[config.mk]
export PLATFORM = sky130hd
export DESIGN_NAME = dse_stream_engine
export DESIGN_NICKNAME = d
export VERILOG_FILES = /design/src/rtl/dse_fifo.v /design/src/rtl/dse_stream_engine.v
export VERILOG_INCLUDE_DIRS = /design/src /design/src/common
export SDC_FILE = /design/constraint.sdc
export NUM_CORES = 2
export LEC_CHECK = 0
export BUFFER_PORTS_ARGS = -buffer_cell sky130_fd_sc_hd__buf_4
export CAP_MARGIN = 20
export CORE_ASPECT_RATIO = 0.75
export CORE_MARGIN = 1.5
export CORE_UTILIZATION = 40
export CTS_BUF_LIST = sky130_fd_sc_hd__clkbuf_4
export CTS_CLUSTER_DIAMETER = 60
export DETAILED_ROUTE_END_ITERATION = 6
export GPL_ROUTABILITY_DRIVEN = 0
export GPL_TIMING_DRIVEN = 0
export PLACE_DENSITY_LB_ADDON = 0.12
export SLEW_MARGIN = 15
export SYNTH_ARGS = -nofsm -noshare
export SYNTH_HDL_FRONTEND = slang
export SYNTH_SLANG_ARGS = --single-unit
[constraint.sdc]
create_clock -name clock -period 5.15 [get_ports clock]
set_input_delay 0.2575 -clock clock [delete_from_list [all_inputs] [get_ports clock]]
set_output_delay 0.2575 -clock clock [all_outputs]
set_load 0.05 [all_outputs]
[src/common/dse_defines.vh]
// Constants of the stream engine: address map, fields, codes and reset values
`ifndef DSE_DEFINES_VH
`define DSE_DEFINES_VH
// ==========================================================
// Structure
`define DSE_NSTR 2
`define DSE_FIFO_DEPTH 3'h4
`define DSE_DIRECT_DEPTH 3'h1
`define DSE_BEATS_1 3'h1
`define DSE_BEATS_BURST 3'h4
// ==========================================================
// Address decode: block in 7:5, word index in 4:2
`define DSE_A_BLK 7:5
`define DSE_A_IDX 4:2
`define DSE_BLK_STAT 3'h2
`define DSE_R_CTRL 3'h0
`define DSE_R_ITEMS 3'h1
`define DSE_R_PADDR 3'h2
`define DSE_R_MADDR 3'h3
`define DSE_R_FCTRL 3'h4
`define DSE_R_STAT 3'h0
`define DSE_R_TCCLR 3'h1
// ==========================================================
// Stream control fields
`define DSE_C_EN 0
`define DSE_C_PFC 5
`define DSE_C_DIR 7:6
`define DSE_C_CIRC 8
`define DSE_C_PINC 9
`define DSE_C_MINC 10
`define DSE_C_PSZ 12:11
`define DSE_C_MSZ 14:13
`define DSE_C_PRI 17:16
`define DSE_C_PBU 22:21
`define DSE_C_MBU 24:23
`define DSE_C_SEL 27:25
`define DSE_CTRL_MASK 32'h0FE37FE1
`define DSE_CNT_F 15:0
// ==========================================================
// FIFO control fields
`define DSE_F_THR 1:0
`define DSE_F_FIFO_ON 2
`define DSE_F_W 2:0
`define DSE_FCTRL_MASK 3'h7
// ==========================================================
// Codes
`define DSE_DIR_P2M 2'h0
`define DSE_DIR_M2P 2'h1
`define DSE_DIR_M2M 2'h2
`define DSE_BU_SINGLE 2'h0
// ==========================================================
// Reset values and steps
`define DSE_RST_W 32'h00000000
`define DSE_RST_CNT 16'h0000
`define DSE_RST_F 3'h0
`define DSE_RST_P 2'h0
`define DSE_RST_ACK 8'h00
`define DSE_ONE32 32'h00000001
`define DSE_CNT_ONE 16'h0001
`endif

[src/rtl/dse_fifo.v]
// Four-entry item FIFO of one stream with a registered head word
`timescale 1ns/10ps
`include "dse_defines.vh"
module dse_fifo (
    input wire clock,
    input wire rst_n,
    input wire clr,
    input wire push,
    input wire [31:0] push_data,
    input wire pop,
    output reg [31:0] head_q,
    output reg [2:0] level_q
);
    reg [31:0] mem_q [0:3];
    reg [1:0] wp_q;
    reg [1:0] rp_q;
    wire [1:0] rp_d;

    // Next read pointer
    assign rp_d = clr ? `DSE_RST_P : (pop ? rp_q + 2'h1 : rp_q);

    // ==========================================================
    // Pointers, level and head register
    always @(posedge clock or negedge rst_n) begin
        if (!rst_n) begin
            wp_q <= `DSE_RST_P;
            rp_q <= `DSE_RST_P;
            level_q <= `DSE_RST_F;
            head_q <= `DSE_RST_W;
        end else begin
            rp_q <= rp_d;
            if (clr) begin
                wp_q <= `DSE_RST_P;
                level_q <= `DSE_RST_F;
            end else begin
                if (push) begin
                    wp_q <= wp_q + 2'h1;
                end
                level_q <= level_q + {2'h0, push} - {2'h0, pop};
            end
            // Bypass when the written slot becomes the head
            if (push && !clr && wp_q == rp_d) begin
                head_q <= push_data;
            end else begin
                head_q <= mem_q[rp_d];
            end
        end
    end

    // Storage
    always @(posedge clock) begin
        if (push && !clr) begin
            mem_q[wp_q] <= push_data;
        end
    end
endmodule // dse_fifo

[src/rtl/dse_stream_engine.v]
// Multi-stream DMA engine: registers, arbitration and transfer sequencer
`timescale 1ns/10ps
`include "dse_defines.vh"
module dse_stream_engine #(
    parameter MEM2MEM_OK = 1
) (
    input wire clock,
    input wire rst_n,
    input wire [7:0] reg_addr,
    input wire [31:0] reg_wdata,
    input wire reg_wr,
    input wire reg_rd,
    output reg [31:0] reg_rdata_q,
    input wire [7:0] periph_req,
    input wire [7:0] periph_last,
    output reg [7:0] periph_ack_q,
    output reg bus_req_q,
    output reg bus_we_q,
    output reg [31:0] bus_addr_q,
    output reg [1:0] bus_size_q,
    output reg [31:0] bus_wdata_q,
    input wire [31:0] bus_rdata,
    input wire bus_done
);
    localparam S_IDLE = 2'h0;
    localparam S_ISSUE = 2'h1;
    localparam S_BUS = 2'h2;
    localparam S_ACKW = 2'h3;
    localparam OP_PLOAD = 2'h0;
    localparam OP_PSTORE = 2'h1;
    localparam OP_MLOAD = 2'h2;
    localparam OP_MSTORE = 2'h3;

    // ==========================================================
    // State
    reg [31:0] ctrl_q [0:`DSE_NSTR-1];
    reg [15:0] cnt_q [0:`DSE_NSTR-1];
    reg [15:0] reload_q [0:`DSE_NSTR-1];
    reg [31:0] paddr_q [0:`DSE_NSTR-1];
    reg [31:0] maddr_q [0:`DSE_NSTR-1];
    reg [31:0] pbase_q [0:`DSE_NSTR-1];
    reg [31:0] mbase_q [0:`DSE_NSTR-1];
    reg [2:0] fctl_q [0:`DSE_NSTR-1];
    reg [`DSE_NSTR-1:0] drain_q;
    reg [`DSE_NSTR-1:0] tc_q;
    reg [1:0] st_q;
    reg [1:0] op_q;
    reg cur_q;
    reg [2:0] beats_q;
    reg [2:0] ack_ch_q;
    reg acked_q;
    reg last_q;
    reg pick;
    reg any_job;
    reg [1:0] best;
    reg [31:0] rd_d;
    integer s;
    integer k;

    wire [2:0] lvl_a [0:`DSE_NSTR-1];
    wire [31:0] head_a [0:`DSE_NSTR-1];
    wire [2:0] pb_a [0:`DSE_NSTR-1];
    wire [2:0] mb_a [0:`DSE_NSTR-1];
    wire [1:0] ms_a [0:`DSE_NSTR-1];
    wire [`DSE_NSTR-1:0] jp;
    wire [`DSE_NSTR-1:0] jm;
    wire [`DSE_NSTR-1:0] jx;
    wire [`DSE_NSTR-1:0] fin;
    wire [`DSE_NSTR-1:0] m2p_v;

    // Sequencer events
    wire idle = (st_q == S_IDLE);
    wire done_ev = (st_q == S_BUS) && bus_done;
    wire p_op = (op_q == OP_PLOAD) || (op_q == OP_PSTORE);
    wire ld_op = (op_q == OP_PLOAD) || (op_q == OP_MLOAD);
    wire dec_ev = done_ev && p_op && !ctrl_q[cur_q][`DSE_C_PFC];
    wire end_ev = dec_ev && (cnt_q[cur_q] == `DSE_CNT_ONE);
    wire stop = (beats_q == `DSE_BEATS_1) || end_ev;
    wire last_ev = done_ev && stop && last_q;
    wire [2:0] pick_ch = ctrl_q[pick][`DSE_C_SEL];

    // Register address decode
    wire [2:0] blk = reg_addr[`DSE_A_BLK];
    wire [2:0] idx = reg_addr[`DSE_A_IDX];
    wire rs = blk[0];

    // ==========================================================
    // Per-stream job conditions and FIFO
    genvar g;
    generate
        for (g = 0; g < `DSE_NSTR; g = g + 1) begin : g_str
            wire en = ctrl_q[g][`DSE_C_EN];
            wire pfc = ctrl_q[g][`DSE_C_PFC];
            wire [1:0] dir = ctrl_q[g][`DSE_C_DIR];
            wire m2m = (dir == `DSE_DIR_M2M) && (MEM2MEM_OK != 0);
            wire p2m = (dir == `DSE_DIR_P2M);
            wire dmd = fctl_q[g][`DSE_F_FIFO_ON];
            wire [2:0] cap = dmd ? `DSE_FIFO_DEPTH : `DSE_DIRECT_DEPTH;
            wire [2:0] thr = dmd ? ({1'b0, fctl_q[g][`DSE_F_THR]} + `DSE_BEATS_1)
                : `DSE_BEATS_1;
            wire [2:0] hi = (mb_a[g] > thr) ? mb_a[g] : thr;
            wire [2:0] room = cap - lvl_a[g];
            wire ch_req = periph_req[ctrl_q[g][`DSE_C_SEL]];
            wire cnt_ok = pfc || (cnt_q[g] != `DSE_RST_CNT);
            wire room_cnt = pfc || ({13'h0, lvl_a[g]} < cnt_q[g]);
            wire push = done_ev && (cur_q == g) && ld_op;
            wire pop = done_ev && (cur_q == g) && !ld_op;
            wire clr = idle && fin[g] && m2p_v[g];

            assign m2p_v[g] = (dir == `DSE_DIR_M2P);
            // Bursts only with the FIFO in use
            assign pb_a[g] = (dmd && ctrl_q[g][`DSE_C_PBU] != `DSE_BU_SINGLE)
                ? `DSE_BEATS_BURST : `DSE_BEATS_1;
            assign mb_a[g] = (dmd && ctrl_q[g][`DSE_C_MBU] != `DSE_BU_SINGLE)
                ? `DSE_BEATS_BURST : `DSE_BEATS_1;
            assign ms_a[g] = dmd ? ctrl_q[g][`DSE_C_MSZ] : ctrl_q[g][`DSE_C_PSZ];
            // Peripheral-side access on request
            assign jp[g] = en && !drain_q[g] && ch_req && cnt_ok
                && (m2p_v[g] ? (lvl_a[g] >= pb_a[g]) : (p2m && room >= pb_a[g]));
            // Memory side: prefetch or drain
            assign jm[g] = m2p_v[g]
                ? (en && !drain_q[g] && lvl_a[g] < cap && room_cnt)
                : (lvl_a[g] != `DSE_RST_F && (lvl_a[g] >= hi || drain_q[g]));
            // Memory-to-memory reads need no request
            assign jx[g] = en && m2m && !drain_q[g] && room != `DSE_RST_F && cnt_ok;
            // Completion once memory-bound data has left the FIFO
            assign fin[g] = drain_q[g] && (m2p_v[g] || lvl_a[g] == `DSE_RST_F);

            dse_fifo u_fifo (
                .clock(clock),
                .rst_n(rst_n),
                .clr(clr),
                .push(push),
                .push_data(bus_rdata),
                .pop(pop),
                .head_q(head_a[g]),
                .level_q(lvl_a[g])
            );
        end
    endgenerate

    // ==========================================================
    // Arbitration, strict compare keeps the lower stream on ties
    always @* begin
        pick = 1'b0;
        any_job = 1'b0;
        best = `DSE_RST_P;
        for (k = 0; k < `DSE_NSTR; k = k + 1) begin
            if ((jp[k] || jm[k] || jx[k])
                && (!any_job || ctrl_q[k][`DSE_C_PRI] > best)) begin
                pick = k[0];
                any_job = 1'b1;
                best = ctrl_q[k][`DSE_C_PRI];
            end
        end
    end

    // ==========================================================
    // Register file and stream bookkeeping
    always @(posedge clock or negedge rst_n) begin
        if (!rst_n) begin
            for (s = 0; s < `DSE_NSTR; s = s + 1) begin
                ctrl_q[s] <= `DSE_RST_W;
                cnt_q[s] <= `DSE_RST_CNT;
                reload_q[s] <= `DSE_RST_CNT;
                paddr_q[s] <= `DSE_RST_W;
                maddr_q[s] <= `DSE_RST_W;
                pbase_q[s] <= `DSE_RST_W;
                mbase_q[s] <= `DSE_RST_W;
                fctl_q[s] <= `DSE_RST_F;
            end
            drain_q <= {`DSE_NSTR{1'b0}};
            tc_q <= {`DSE_NSTR{1'b0}};
        end else begin
            for (s = 0; s < `DSE_NSTR; s = s + 1) begin
                // Software writes
                if (reg_wr && blk == s[2:0]) begin
                    case (idx)
                        `DSE_R_CTRL: begin
                            ctrl_q[s] <= reg_wdata & `DSE_CTRL_MASK;
                            if (ctrl_q[s][`DSE_C_EN] && !reg_wdata[`DSE_C_EN]) begin
                                drain_q[s] <= 1'b1;
                            end
                        end
                        `DSE_R_ITEMS: begin
                            cnt_q[s] <= reg_wdata[`DSE_CNT_F];
                            reload_q[s] <= reg_wdata[`DSE_CNT_F];
                        end
                        `DSE_R_PADDR: begin
                            paddr_q[s] <= reg_wdata;
                            pbase_q[s] <= reg_wdata;
                        end
                        `DSE_R_MADDR: begin
                            maddr_q[s] <= reg_wdata;
                            mbase_q[s] <= reg_wdata;
                        end
                        `DSE_R_FCTRL: begin
                            fctl_q[s] <= reg_wdata[`DSE_F_W] & `DSE_FCTRL_MASK;
                        end
                        default: begin
                        end
                    endcase
                end
                // Write-one clear of the complete flag; any set below wins
                if (reg_wr && blk == `DSE_BLK_STAT && idx == `DSE_R_TCCLR
                    && reg_wdata[s]) begin
                    tc_q[s] <= 1'b0;
                end
                if (idle && fin[s]) begin
                    tc_q[s] <= 1'b1;
                    drain_q[s] <= 1'b0;
                end
                // Address advance by item size
                if (done_ev && cur_q == s[0]) begin
                    if (p_op && ctrl_q[s][`DSE_C_PINC]) begin
                        paddr_q[s] <= paddr_q[s] + (`DSE_ONE32 << ctrl_q[s][`DSE_C_PSZ]);
                    end
                    if (!p_op && ctrl_q[s][`DSE_C_MINC]) begin
                        maddr_q[s] <= maddr_q[s] + (`DSE_ONE32 << ms_a[s]);
                    end
                end
                // Remaining-item count
                if (end_ev && cur_q == s[0]) begin
                    if (ctrl_q[s][`DSE_C_CIRC]) begin
                        cnt_q[s] <= reload_q[s];
                        paddr_q[s] <= pbase_q[s];
                        maddr_q[s] <= mbase_q[s];
                        tc_q[s] <= 1'b1;
                    end else begin
                        cnt_q[s] <= `DSE_RST_CNT;
                        ctrl_q[s][`DSE_C_EN] <= 1'b0;
                        drain_q[s] <= 1'b1;
                    end
                end else if (dec_ev && cur_q == s[0]) begin
                    cnt_q[s] <= cnt_q[s] - `DSE_CNT_ONE;
                end
                // Last request under peripheral flow control
                if (last_ev && cur_q == s[0]) begin
                    ctrl_q[s][`DSE_C_EN] <= 1'b0;
                    drain_q[s] <= 1'b1;
                end
            end
        end
    end

    // ==========================================================
    // Transfer sequencer and bus master
    always @(posedge clock or negedge rst_n) begin
        if (!rst_n) begin
            st_q <= S_IDLE;
            op_q <= OP_PLOAD;
            cur_q <= 1'b0;
            beats_q <= `DSE_BEATS_1;
            ack_ch_q <= `DSE_RST_F;
            acked_q <= 1'b0;
            last_q <= 1'b0;
            periph_ack_q <= `DSE_RST_ACK;
            bus_req_q <= 1'b0;
            bus_we_q <= 1'b0;
            bus_addr_q <= `DSE_RST_W;
            bus_size_q <= `DSE_RST_P;
            bus_wdata_q <= `DSE_RST_W;
        end else begin
            case (st_q)
                S_IDLE: begin
                    if (any_job) begin
                        cur_q <= pick;
                        st_q <= S_ISSUE;
                        acked_q <= jp[pick];
                        last_q <= 1'b0;
                        if (jp[pick]) begin
                            op_q <= m2p_v[pick] ? OP_PSTORE : OP_PLOAD;
                            beats_q <= pb_a[pick];
                            ack_ch_q <= pick_ch;
                            periph_ack_q[pick_ch] <= 1'b1;
                            last_q <= ctrl_q[pick][`DSE_C_PFC] && periph_last[pick_ch];
                        end else if (jm[pick]) begin
                            op_q <= m2p_v[pick] ? OP_MLOAD : OP_MSTORE;
                            // Full burst on memory writes when enough data, else single; memory reads always single
                            if (!m2p_v[pick] && lvl_a[pick] >= mb_a[pick]) begin
                                beats_q <= mb_a[pick];
                            end else begin
                                beats_q <= `DSE_BEATS_1;
                            end
                        end else begin
                            op_q <= OP_PLOAD;
                            beats_q <= `DSE_BEATS_1;
                        end
                    end
                end
                S_ISSUE: begin
                    bus_req_q <= 1'b1;
                    bus_we_q <= !ld_op;
                    bus_addr_q <= p_op ? paddr_q[cur_q] : maddr_q[cur_q];
                    bus_size_q <= p_op ? ctrl_q[cur_q][`DSE_C_PSZ] : ms_a[cur_q];
                    bus_wdata_q <= ld_op ? `DSE_RST_W : head_a[cur_q]; // No unknowns on reads
                    st_q <= S_BUS;
                end
                S_BUS: begin
                    if (bus_done) begin
                        bus_req_q <= 1'b0;
                        beats_q <= beats_q - `DSE_BEATS_1;
                        if (!stop) begin
                            st_q <= S_ISSUE;
                        end else if (acked_q) begin
                            st_q <= S_ACKW;
                        end else begin
                            st_q <= S_IDLE;
                        end
                    end
                end
                S_ACKW: begin
                    // Hold acknowledge until the request has gone
                    if (!periph_req[ack_ch_q]) begin
                        periph_ack_q <= `DSE_RST_ACK;
                        st_q <= S_IDLE;
                    end
                end
                default: begin
                    st_q <= S_IDLE;
                end
            endcase
        end
    end

    // ==========================================================
    // Read data, valid only in the cycle after the strobe
    always @* begin
        rd_d = `DSE_RST_W;
        if (blk == `DSE_BLK_STAT) begin
            if (idx == `DSE_R_STAT) begin
                rd_d = {{(32-`DSE_NSTR){1'b0}}, tc_q};
            end
        end else if (blk < `DSE_NSTR) begin
            case (idx)
                `DSE_R_CTRL: rd_d = ctrl_q[rs];
                `DSE_R_ITEMS: rd_d = {16'h0000, cnt_q[rs]};
                `DSE_R_PADDR: rd_d = paddr_q[rs];
                `DSE_R_MADDR: rd_d = maddr_q[rs];
                `DSE_R_FCTRL: rd_d = {26'h0000000, lvl_a[rs], fctl_q[rs]};
                default: rd_d = `DSE_RST_W;
            endcase
        end
    end

    // Read data register
    always @(posedge clock or negedge rst_n) begin
        if (!rst_n) begin
            reg_rdata_q <= `DSE_RST_W;
        end else if (reg_rd) begin
            reg_rdata_q <= rd_d;
        end else begin
            reg_rdata_q <= `DSE_RST_W;
        end
    end
endmodule // dse_stream_engine

; ---- Yosys cells after proc, flatten, opt, wreduce, memory -nomap -nowiden
; Memories as Yosys holds them, arrays and structs flattened. A register that Yosys moved wholly into a read port is not among the register bits.
; Cells that the tools add are included.
[word_totals]
register_bits = 505
ramBits = 256
inputBits = 93
out_inout_bits = 108
wordCells = 452
mem_count = 2
[classes]
n_addsub = 19
magnitude_cmp = 24
eq_ne = 21
n_shift = 4
mux = 194
n_bitwise = 5
n_reduce_logical = 143
[mem_list]
columns = memory, words, width, rd, rd_clocked_by_memory_dff, wr, line
row1 = g_str[0].u_fifo.mem_q, 4, 32, 1, 1, 1, dse_fifo.v:14  ; reg [31:0] mem_q [0:3];
row2 = g_str[1].u_fifo.mem_q, 4, 32, 1, 1, 1, dse_fifo.v:14
[op_table]
columns = op, n
row1 = $mux 32, 46
row2 = $mux 16, 15
row3 = $pmux 32 s5, 1
row4 = $add 32x32->32, 4
row5 = $shl 1x2->32 const A, 4
row6 = $mux 28, 4
row7 = $mux 3, 32
row8 = $logic_and 1x1->1, 70
row9 = $mux 1, 58
row10 = $mux 2, 23
row11 = $mux 13, 3
row12 = $lt 3x16->1, 2
row13 = $reduce_bool 16->1, 2
row14 = $sub 16x1->16 const B, 2
row15 = $reduce_and 2->1, 14
row16 = $mux 8, 3
row17 = $reduce_bool 3->1, 8
row18 = $ge 3x3->1, 7
row19 = $reduce_bool 2->1, 9
row20 = $eq 16x1->1 const B, 1
row21 = $logic_or 1x1->1, 16
row22 = $lt 3x4->1 const B, 4
row23 = $pmux 8 s2, 1
row24 = $bmux 1 s3, 4
row25 = other kinds (32), 77

; ---- Longest topological paths before layout
[depth]
word_depth = 28
ltp_mapped = 30
mapped_depth_nobuf = 29

; ---- Modules after synthesis
; From an unflattened synthesis, not the netlist that was laid out.
[hier_totals]
cells_unflattened = 4521
hier_area_um2 = 43331.6
[modules_own_cells]
columns = mod, instances, cells_each, area_per_inst_um2, seq_area_each_um2
row1 = dse_stream_engine, 1, 3291, 28049.4, 12288.0
row2 = dse_fifo, 2, 615, 7641.1, 4819.6

; ---- Worst setup path after synthesis
; No wires, ideal clock.
[synth_timing]
path_type = reg-to-reg
start = register fctl_q[5] in the netlist's numbering
end = register beats_q[2]
setup_ps = 152
arrival_ps = 5087
required_time_ps = 4998
path_slack_ps = -90
path_stages_with_launch = 30
path_buffers = 2
period_less_slack_ps = 5240
cell_sequence = dfrtp_1 > clkbuf_1 > nand2_1 > ha_1 > a21oi_1 > a21oi_1 > a21oi_1 > nor2_1 > a21oi_1 > ha_1 > nand2b_1 > a21oi_1 > nor2b_1 > o31ai_1 > and3_2 > nand2b_1 > ha_1 > a21oi_1 > a21oi_1 > a31o_2 > nand2_2 > buf_2 > nor2_1 > a21oi_1 > ha_1 > nand2b_1 > nor3_1 > mux2i_1 > a41oi_2 > a311oi_2
[synth_between]
elab_chain_cells = 26
word_cells_on_any_way = 60
classes_between = 1 x add/sub / 7 x order compare / 1 x eq/ne / 31 x mux / 1 x bitwise / 19 x reduce/logical
[synth_lines]
columns = element, line
row1 = from (decl), dse_stream_engine.v:43  ; reg [2:0] fctl_q [0:`DSE_NSTR-1];
row2 = "from (signal, indexed assignment)", dse_stream_engine.v:170  ; fctl_q[s] <= `DSE_RST_F;
row3 = "from (signal, indexed assignment)", dse_stream_engine.v:198  ; fctl_q[s] <= reg_wdata[`DSE_F_W] & `DSE_FCTRL_MASK;
row4 = $logic_and 1x1->1 (no source line), n/a
row5 = $mux 3 (no source line), n/a
row6 = $gt 3x3->1, dse_stream_engine.v:101  ; wire [2:0] hi = (mb_a[g] > thr) ? mb_a[g] : thr;
row7 = $mux 3, dse_stream_engine.v:101
row8 = $ge 3x3->1, dse_stream_engine.v:123  ; : (lvl_a[g] != `DSE_RST_F && (lvl_a[g] >= hi || drain_q[g]));
row9 = $logic_or 1x1->1, dse_stream_engine.v:123
row10 = $logic_and 1x1->1, dse_stream_engine.v:123
row11 = $mux 1, dse_stream_engine.v:121  ; assign jm[g] = m2p_v[g]
row12 = [8 not listed], n/a
row13 = "$mux 3, on equally long branches (3 in a row)", "dse_stream_engine.v:280, dse_stream_engine.v:281"
row14 = $ge 3x3->1, dse_stream_engine.v:280  ; if (!m2p_v[pick] && lvl_a[pick] >= mb_a[pick]) begin
row15 = $logic_and 1x1->1, dse_stream_engine.v:280
row16 = $mux 3, dse_stream_engine.v:280
row17 = $mux 3, dse_stream_engine.v:277  ; end else if (jm[pick]) begin
row18 = $mux 3, dse_stream_engine.v:271  ; if (jp[pick]) begin
row19 = $mux 3, dse_stream_engine.v:266  ; if (any_job) begin
row20 = $pmux 3 s2, dse_stream_engine.v:264  ; case (st_q)
row21 = to (signal assigned), dse_stream_engine.v:273  ; beats_q <= pb_a[pick];
row22 = to (signal assigned), dse_stream_engine.v:281  ; beats_q <= mb_a[pick];
row23 = to (signal assigned), dse_stream_engine.v:283  ; beats_q <= `DSE_BEATS_1;
row24 = to (decl), dse_stream_engine.v:49  ; reg [2:0] beats_q;
; Parallel ways exist; a longest one is shown, timed or not. The select of a mux whose other input is x is not followed.
; A chain may end at the register's enable or synchronous reset.

; ---- Worst setup path after layout
[layout_timing]
start = register g_str[0].u_fifo.level_q[0]
end = register last_q
[layout_between]
elab_chain_cells = 20
word_cells_on_any_way = 40
classes_between = 1 x add/sub / 6 x order compare / 14 x mux / 1 x bitwise / 18 x reduce/logical
[layout_lines]
columns = element, line
row1 = from (decl), dse_fifo.v:12  ; output reg [2:0] level_q
row2 = from (signal assigned), dse_fifo.v:28  ; level_q <= `DSE_RST_F;
row3 = from (signal assigned), dse_fifo.v:34  ; level_q <= `DSE_RST_F;
row4 = from (signal assigned), dse_fifo.v:39  ; level_q <= level_q + {2'h0, push} - {2'h0, pop};
row5 = $sub 3x3->3, dse_stream_engine.v:102  ; wire [2:0] room = cap - lvl_a[g];
row6 = $ge 3x3->1, dse_stream_engine.v:119  ; && (m2p_v[g] ? (lvl_a[g] >= pb_a[g]) : (p2m && room >= pb_a[g]));
row7 = $logic_and 1x1->1, dse_stream_engine.v:119
row8 = $mux 1, dse_stream_engine.v:119
row9 = $logic_and 1x1->1, dse_stream_engine.v:119
row10 = $logic_or 1x1->1 (2 in a row), dse_stream_engine.v:149  ; if ((jp[k] || jm[k] || jx[k])
row11 = $mux 2 or $mux 1 (tied branches), dse_stream_engine.v:149
row12 = $gt 2x2->1 or $logic_not 1->1 (tied branches), dse_stream_engine.v:150  ; && (!any_job || ctrl_q[k][`DSE_C_PRI] > best)) begin
row13 = $logic_or 1x1->1, dse_stream_engine.v:150
row14 = $logic_and 1x1->1, dse_stream_engine.v:149
row15 = $mux 1, dse_stream_engine.v:149
row16 = $not 1->2 (implied by the code), "dse_stream_engine.v:80, dse_stream_engine.v:276"
row17 = $mux 28 (implied by the code) (3 in a row), dse_stream_engine.v:276  ; last_q <= ctrl_q[pick][`DSE_C_PFC] && periph_last[pick_ch];
row18 = $bmux 1 s3, dse_stream_engine.v:276
row19 = $mux 1 (implied by the code), dse_stream_engine.v:276
row20 = $logic_and 1x1->1, dse_stream_engine.v:276
row21 = $mux 1, dse_stream_engine.v:271
row22 = to (signal assigned), dse_stream_engine.v:276
row23 = to (decl), dse_stream_engine.v:52  ; reg last_q;
; Parallel ways exist; a longest one is shown, timed or not. The select of a mux whose other input is x is not followed.

==> reports/qor.txt <==
Power Internal = 14.20 mW
total routing usage reported by global routing = 30.90%
Worst Setup Start Kind = flop
deepest level of the CTS H-tree = 4
starting density of the core = 40.31%
first-pass GRT wire length = 233,700 um
area of the core region = 101,200 um^2
switching component of the power = 9.827 mW
type of element capturing the critical path = flop
share of the synthesized area in the top cell type = 34.83%
Crit path largest cell delay = 0.57 ns
antenna violations before repair = 8
final WL = 161,000 um
relative contribution of combinational cells to total power = 36.5%
clock-pin slew reported for the worst setup and hold paths after clock tree synthesis = 0.08 ns
fraction of layout cells with a size suffix above 1 = 16.09%
proportion of power drawn by flip-flops and latches = 38.8%
distinct cell type count after synthesis = 94
power per cell area = 490.6 nW/um^2
final slew viol count = 0
met3 track utilization from global routing = 9.803%
number of CTS-inserted buffers = 211
number of buffer and inverter stages on the critical path = 3
clk_skew = 0.1047 ns
Warnings, synthesis = 0
gr busiest metal = met1
number of port buffers = 182
Period Utilization, post-route = 96.86%
clock latency of the later-clocked register in the worst-skew pair = 1.25 ns
netlist area before placement = 40,810 um^2
pin count of the biggest net entering global routing = 100
fraction of registers with async set/reset = 68.97%
post-synthesis sequential element count = 825
number of DRC markers after the initial detailed-route iteration = 4,911
final instance count without filler cells = 6,335
synthesized instance count = 4,225
leakage = 21.26 nW
clock period minus final worst setup slack = 4.988 ns
placed wire-length estimate = 116,500 um
number of sinks on the clock net = 825
post-DR wirelength/cell = 25.41 um
unrepaired setup endpoints after global routing = true
number of top-level pins = 201
post-layout net count = 4,975
actual slew at the worst max-slew pin = 1.212 ns
max-slew headroom at the worst pin = 19.18%
top cell types by occurrence after synthesis = sky130_fd_sc_hd__nand2_1 (1,106), sky130_fd_sc_hd__dfrtp_1 (568), sky130_fd_sc_hd__nor2_1 (360)
family with the most delay on the worst path = compound AO/OA/AOI/OAI gates
synth top area cells = sky130_fd_sc_hd__dfrtp_1 (35%), sky130_fd_sc_hd__edfxtp_1 (19%), sky130_fd_sc_hd__nand2_1 (10%), sky130_fd_sc_hd__o21ai_0 (3.9%), sky130_fd_sc_hd__nor2_1 (3.3%)
Max stage delay cell, worst path = sky130_fd_sc_hd__dlygate4sd3_1
Arrival @ worst endpoint = 6.10 ns
cell taking the most area after synthesis = sky130_fd_sc_hd__dfrtp_1
commonest register cell after synthesis = sky130_fd_sc_hd__dfrtp_1
min-delay worst type = in2reg
maxcap violations = 0
part of the total power dissipated in the clock network = 24.7%
first-pass iteration count of the detailed router = 6
required time reported for the critical path endpoint = 6.26 ns
DRC violation count after routing = 0
post-route worst hold slack = 0.07630 ns
clock tree from TritonCTS = yes
die height = 279.6 um
GR met2 Demand/Resource = 40.33%
endpoints failing hold = 0
via count of the first global-routing pass = 33,910
Worst IR Drop VDD = 0.2843 mV
average size of a mapped cell = 9.659 um^2
utilization after layout = 48.39%
maximum buffer depth of the clock tree = 3
worst setup margin = 0.1619 ns
sequential element share of the synthesized area = 53.73%
pre-CTS setup slack = -1.532 ns
die extent in x = 371.8 um
row count = 101
switching part of the total = 40.89%
fraction of met1 tracks used by global routing = 47.51%
number of vias in the routed layout = 36,450
area of the die = 104,000 um^2
run status = finished, final reports clean
Synth-to-Final Area Change = 20.04%
series of cell instances along the critical path = ha_1, inv_1, ha_1, xor2_1, ha_1, nor2_1, or4_1, a21o_1, a21o_4, and3_4, nand2b_4, ha_4, a21oi_4, a21oi_4, a31o_4, buf_4, nand3_1, and2_1, o2111a_1, dlygate4sd3_1, a221oi_2
total setup violations reported at the end of the flow = 0
Synthesized Nets = 4,391
peak clock frequency supported by timing = 0.2005 GHz
count of flip-flops with a built-in enable after synthesis = 256
Crit path top cell by count = sky130_fd_sc_hd__ha_1
root cell of the clock tree = sky130_fd_sc_hd__clkbuf_4
cell area after layout = 48,990 um^2
cell area reported after detailed placement = 44,290 um^2
dominant cell by count in the synthesized netlist = sky130_fd_sc_hd__nand2_1
residual overflow from global routing = 0
vias per cell = 5.753
Detail Route Antenna Nets = 0
maximum fanout count along the critical path = 5
Cells after DPL = 5,765
Crit Path Category = reg2reg
final total negative setup slack = 0 ns
Overall Power = 24.03 mW
-- what timing repair did --
action	CTS	global route
hold buffers	153	1
endpoints found under the setup margin	18	3
endpoints found under the hold margin	1065	1
gates resized for setup	33	15
pin swaps	8	9
buffers inserted	12	3
-- layer usage --
layer | part of all wire [%] | vias to the layer above
met1 | 46 | 17950
li1 | - | 16150
met2 | 39 | 2030
met5 | 0.0062 | -
met4 | 3.0 | 2
met3 | 12 | 316
-- kinds of logic after synthesis --
kind of cell | Yosys count | share of synthesized area, %
flops | 825 | 53.73
buf+inv | 351 | 3.357
simple gates | 1845 | 19.14
xor+xnor | 40 | 0.8585
mux | 241 | 7.447
compound gates | 850 | 13.11
fa+ha+maj | 73 | 2.349
-- area by class of cell --
class                   instances  area, um^2
diodes                         11       27.53
plain buffers                 272        1102
clock buffers                 322        2417
clock inverters                67       364.1
fillers                      9635       52240
inverters                      78       295.3
multi-input cells            3049       17720
flip-flops and latches        825       21930
well taps                    1339        1675
repair buffers                372        3455
-- power by group through the flow --
stage,sequential [mW],combinational [mW],clock (mW)
CTS,9.26,8.61,6.03
finish,9.33,8.77,5.93
global placement,9.37,8.17,0
detailed placement,9.38,8.28,0
floorplan,9.62,4.79,0
global route,9.42,9.53,6.39
-- worst reg2reg max path, cell delays in order (launching register included) --
cell and delay (ns):
sky130_fd_sc_hd__dfrtp_1 0.56, sky130_fd_sc_hd__ha_1 0.22, sky130_fd_sc_hd__inv_1 0.05, sky130_fd_sc_hd__ha_1 0.20
sky130_fd_sc_hd__xor2_1 0.18, sky130_fd_sc_hd__ha_1 0.28, sky130_fd_sc_hd__nor2_1 0.03, sky130_fd_sc_hd__or4_1 0.48
sky130_fd_sc_hd__a21o_1 0.21, sky130_fd_sc_hd__a21o_4 0.23, sky130_fd_sc_hd__and3_4 0.19, sky130_fd_sc_hd__nand2b_4 0.15
sky130_fd_sc_hd__ha_4 0.30, sky130_fd_sc_hd__a21oi_4 0.06, sky130_fd_sc_hd__a21oi_4 0.20, sky130_fd_sc_hd__a31o_4 0.15
sky130_fd_sc_hd__buf_4 0.10, sky130_fd_sc_hd__nand3_1 0.10, sky130_fd_sc_hd__and2_1 0.22, sky130_fd_sc_hd__o2111a_1 0.22
sky130_fd_sc_hd__dlygate4sd3_1 0.57, sky130_fd_sc_hd__a221oi_2 0.17
-- sequential cells by signal, indices dropped and copies added, names as in the netlist, 40 cells and up --
register,flops
g_str.u_fifo.mem_q,256
g_str.u_fifo.head_q,64
maddr_q,64
mbase_q,64
paddr_q,64
pbase_q,64
ctrl_q,40
-- layout by cell type, fill, tap and decap left out, drive strengths merged, types with 47 or more instances in the layout --
cell type       n
buf           288
nor3           53
edfxtp        256
a31oi          71
and3           62
nor2          362
dfrtp         568
clkbuf        526
mux2i         110
dlygate4sd3   152
clkinv         56
ha             67
a21oi         162
nand3          92
inv            81
nand2        1108
o21ai         322
a211oi         47
mux2           91
-- path summary, 6_finish.rpt --
check | startpoint | to | slack (ns) | cells past startpoint
setup / recovery | g_str[0].u_fifo.level_q[0]$_DFF_PN0_ | last_q$_DFFE_PN0P_ | 0.16 | 21
min in group asynchronous | rst_n | op_q[0]$_DFFE_PN0P_ | 0.24 | 4
hold / removal | reg_wdata[4] | paddr_q[36]$_DFF_PN0_ | 0.08 | 6
hold reg to reg | pbase_q[48]$_DFFE_PN0P_ | paddr_q[48]$_DFF_PN0_ | 0.43 | 2
setup reg to reg | g_str[0].u_fifo.level_q[0]$_DFF_PN0_ | last_q$_DFFE_PN0P_ | 0.16 | 21
max in group asynchronous | rst_n | g_str[0].u_fifo.head_q[20]$_DFF_PN0_ | 3.07 | 7
(Power assumes the default switching activity.)
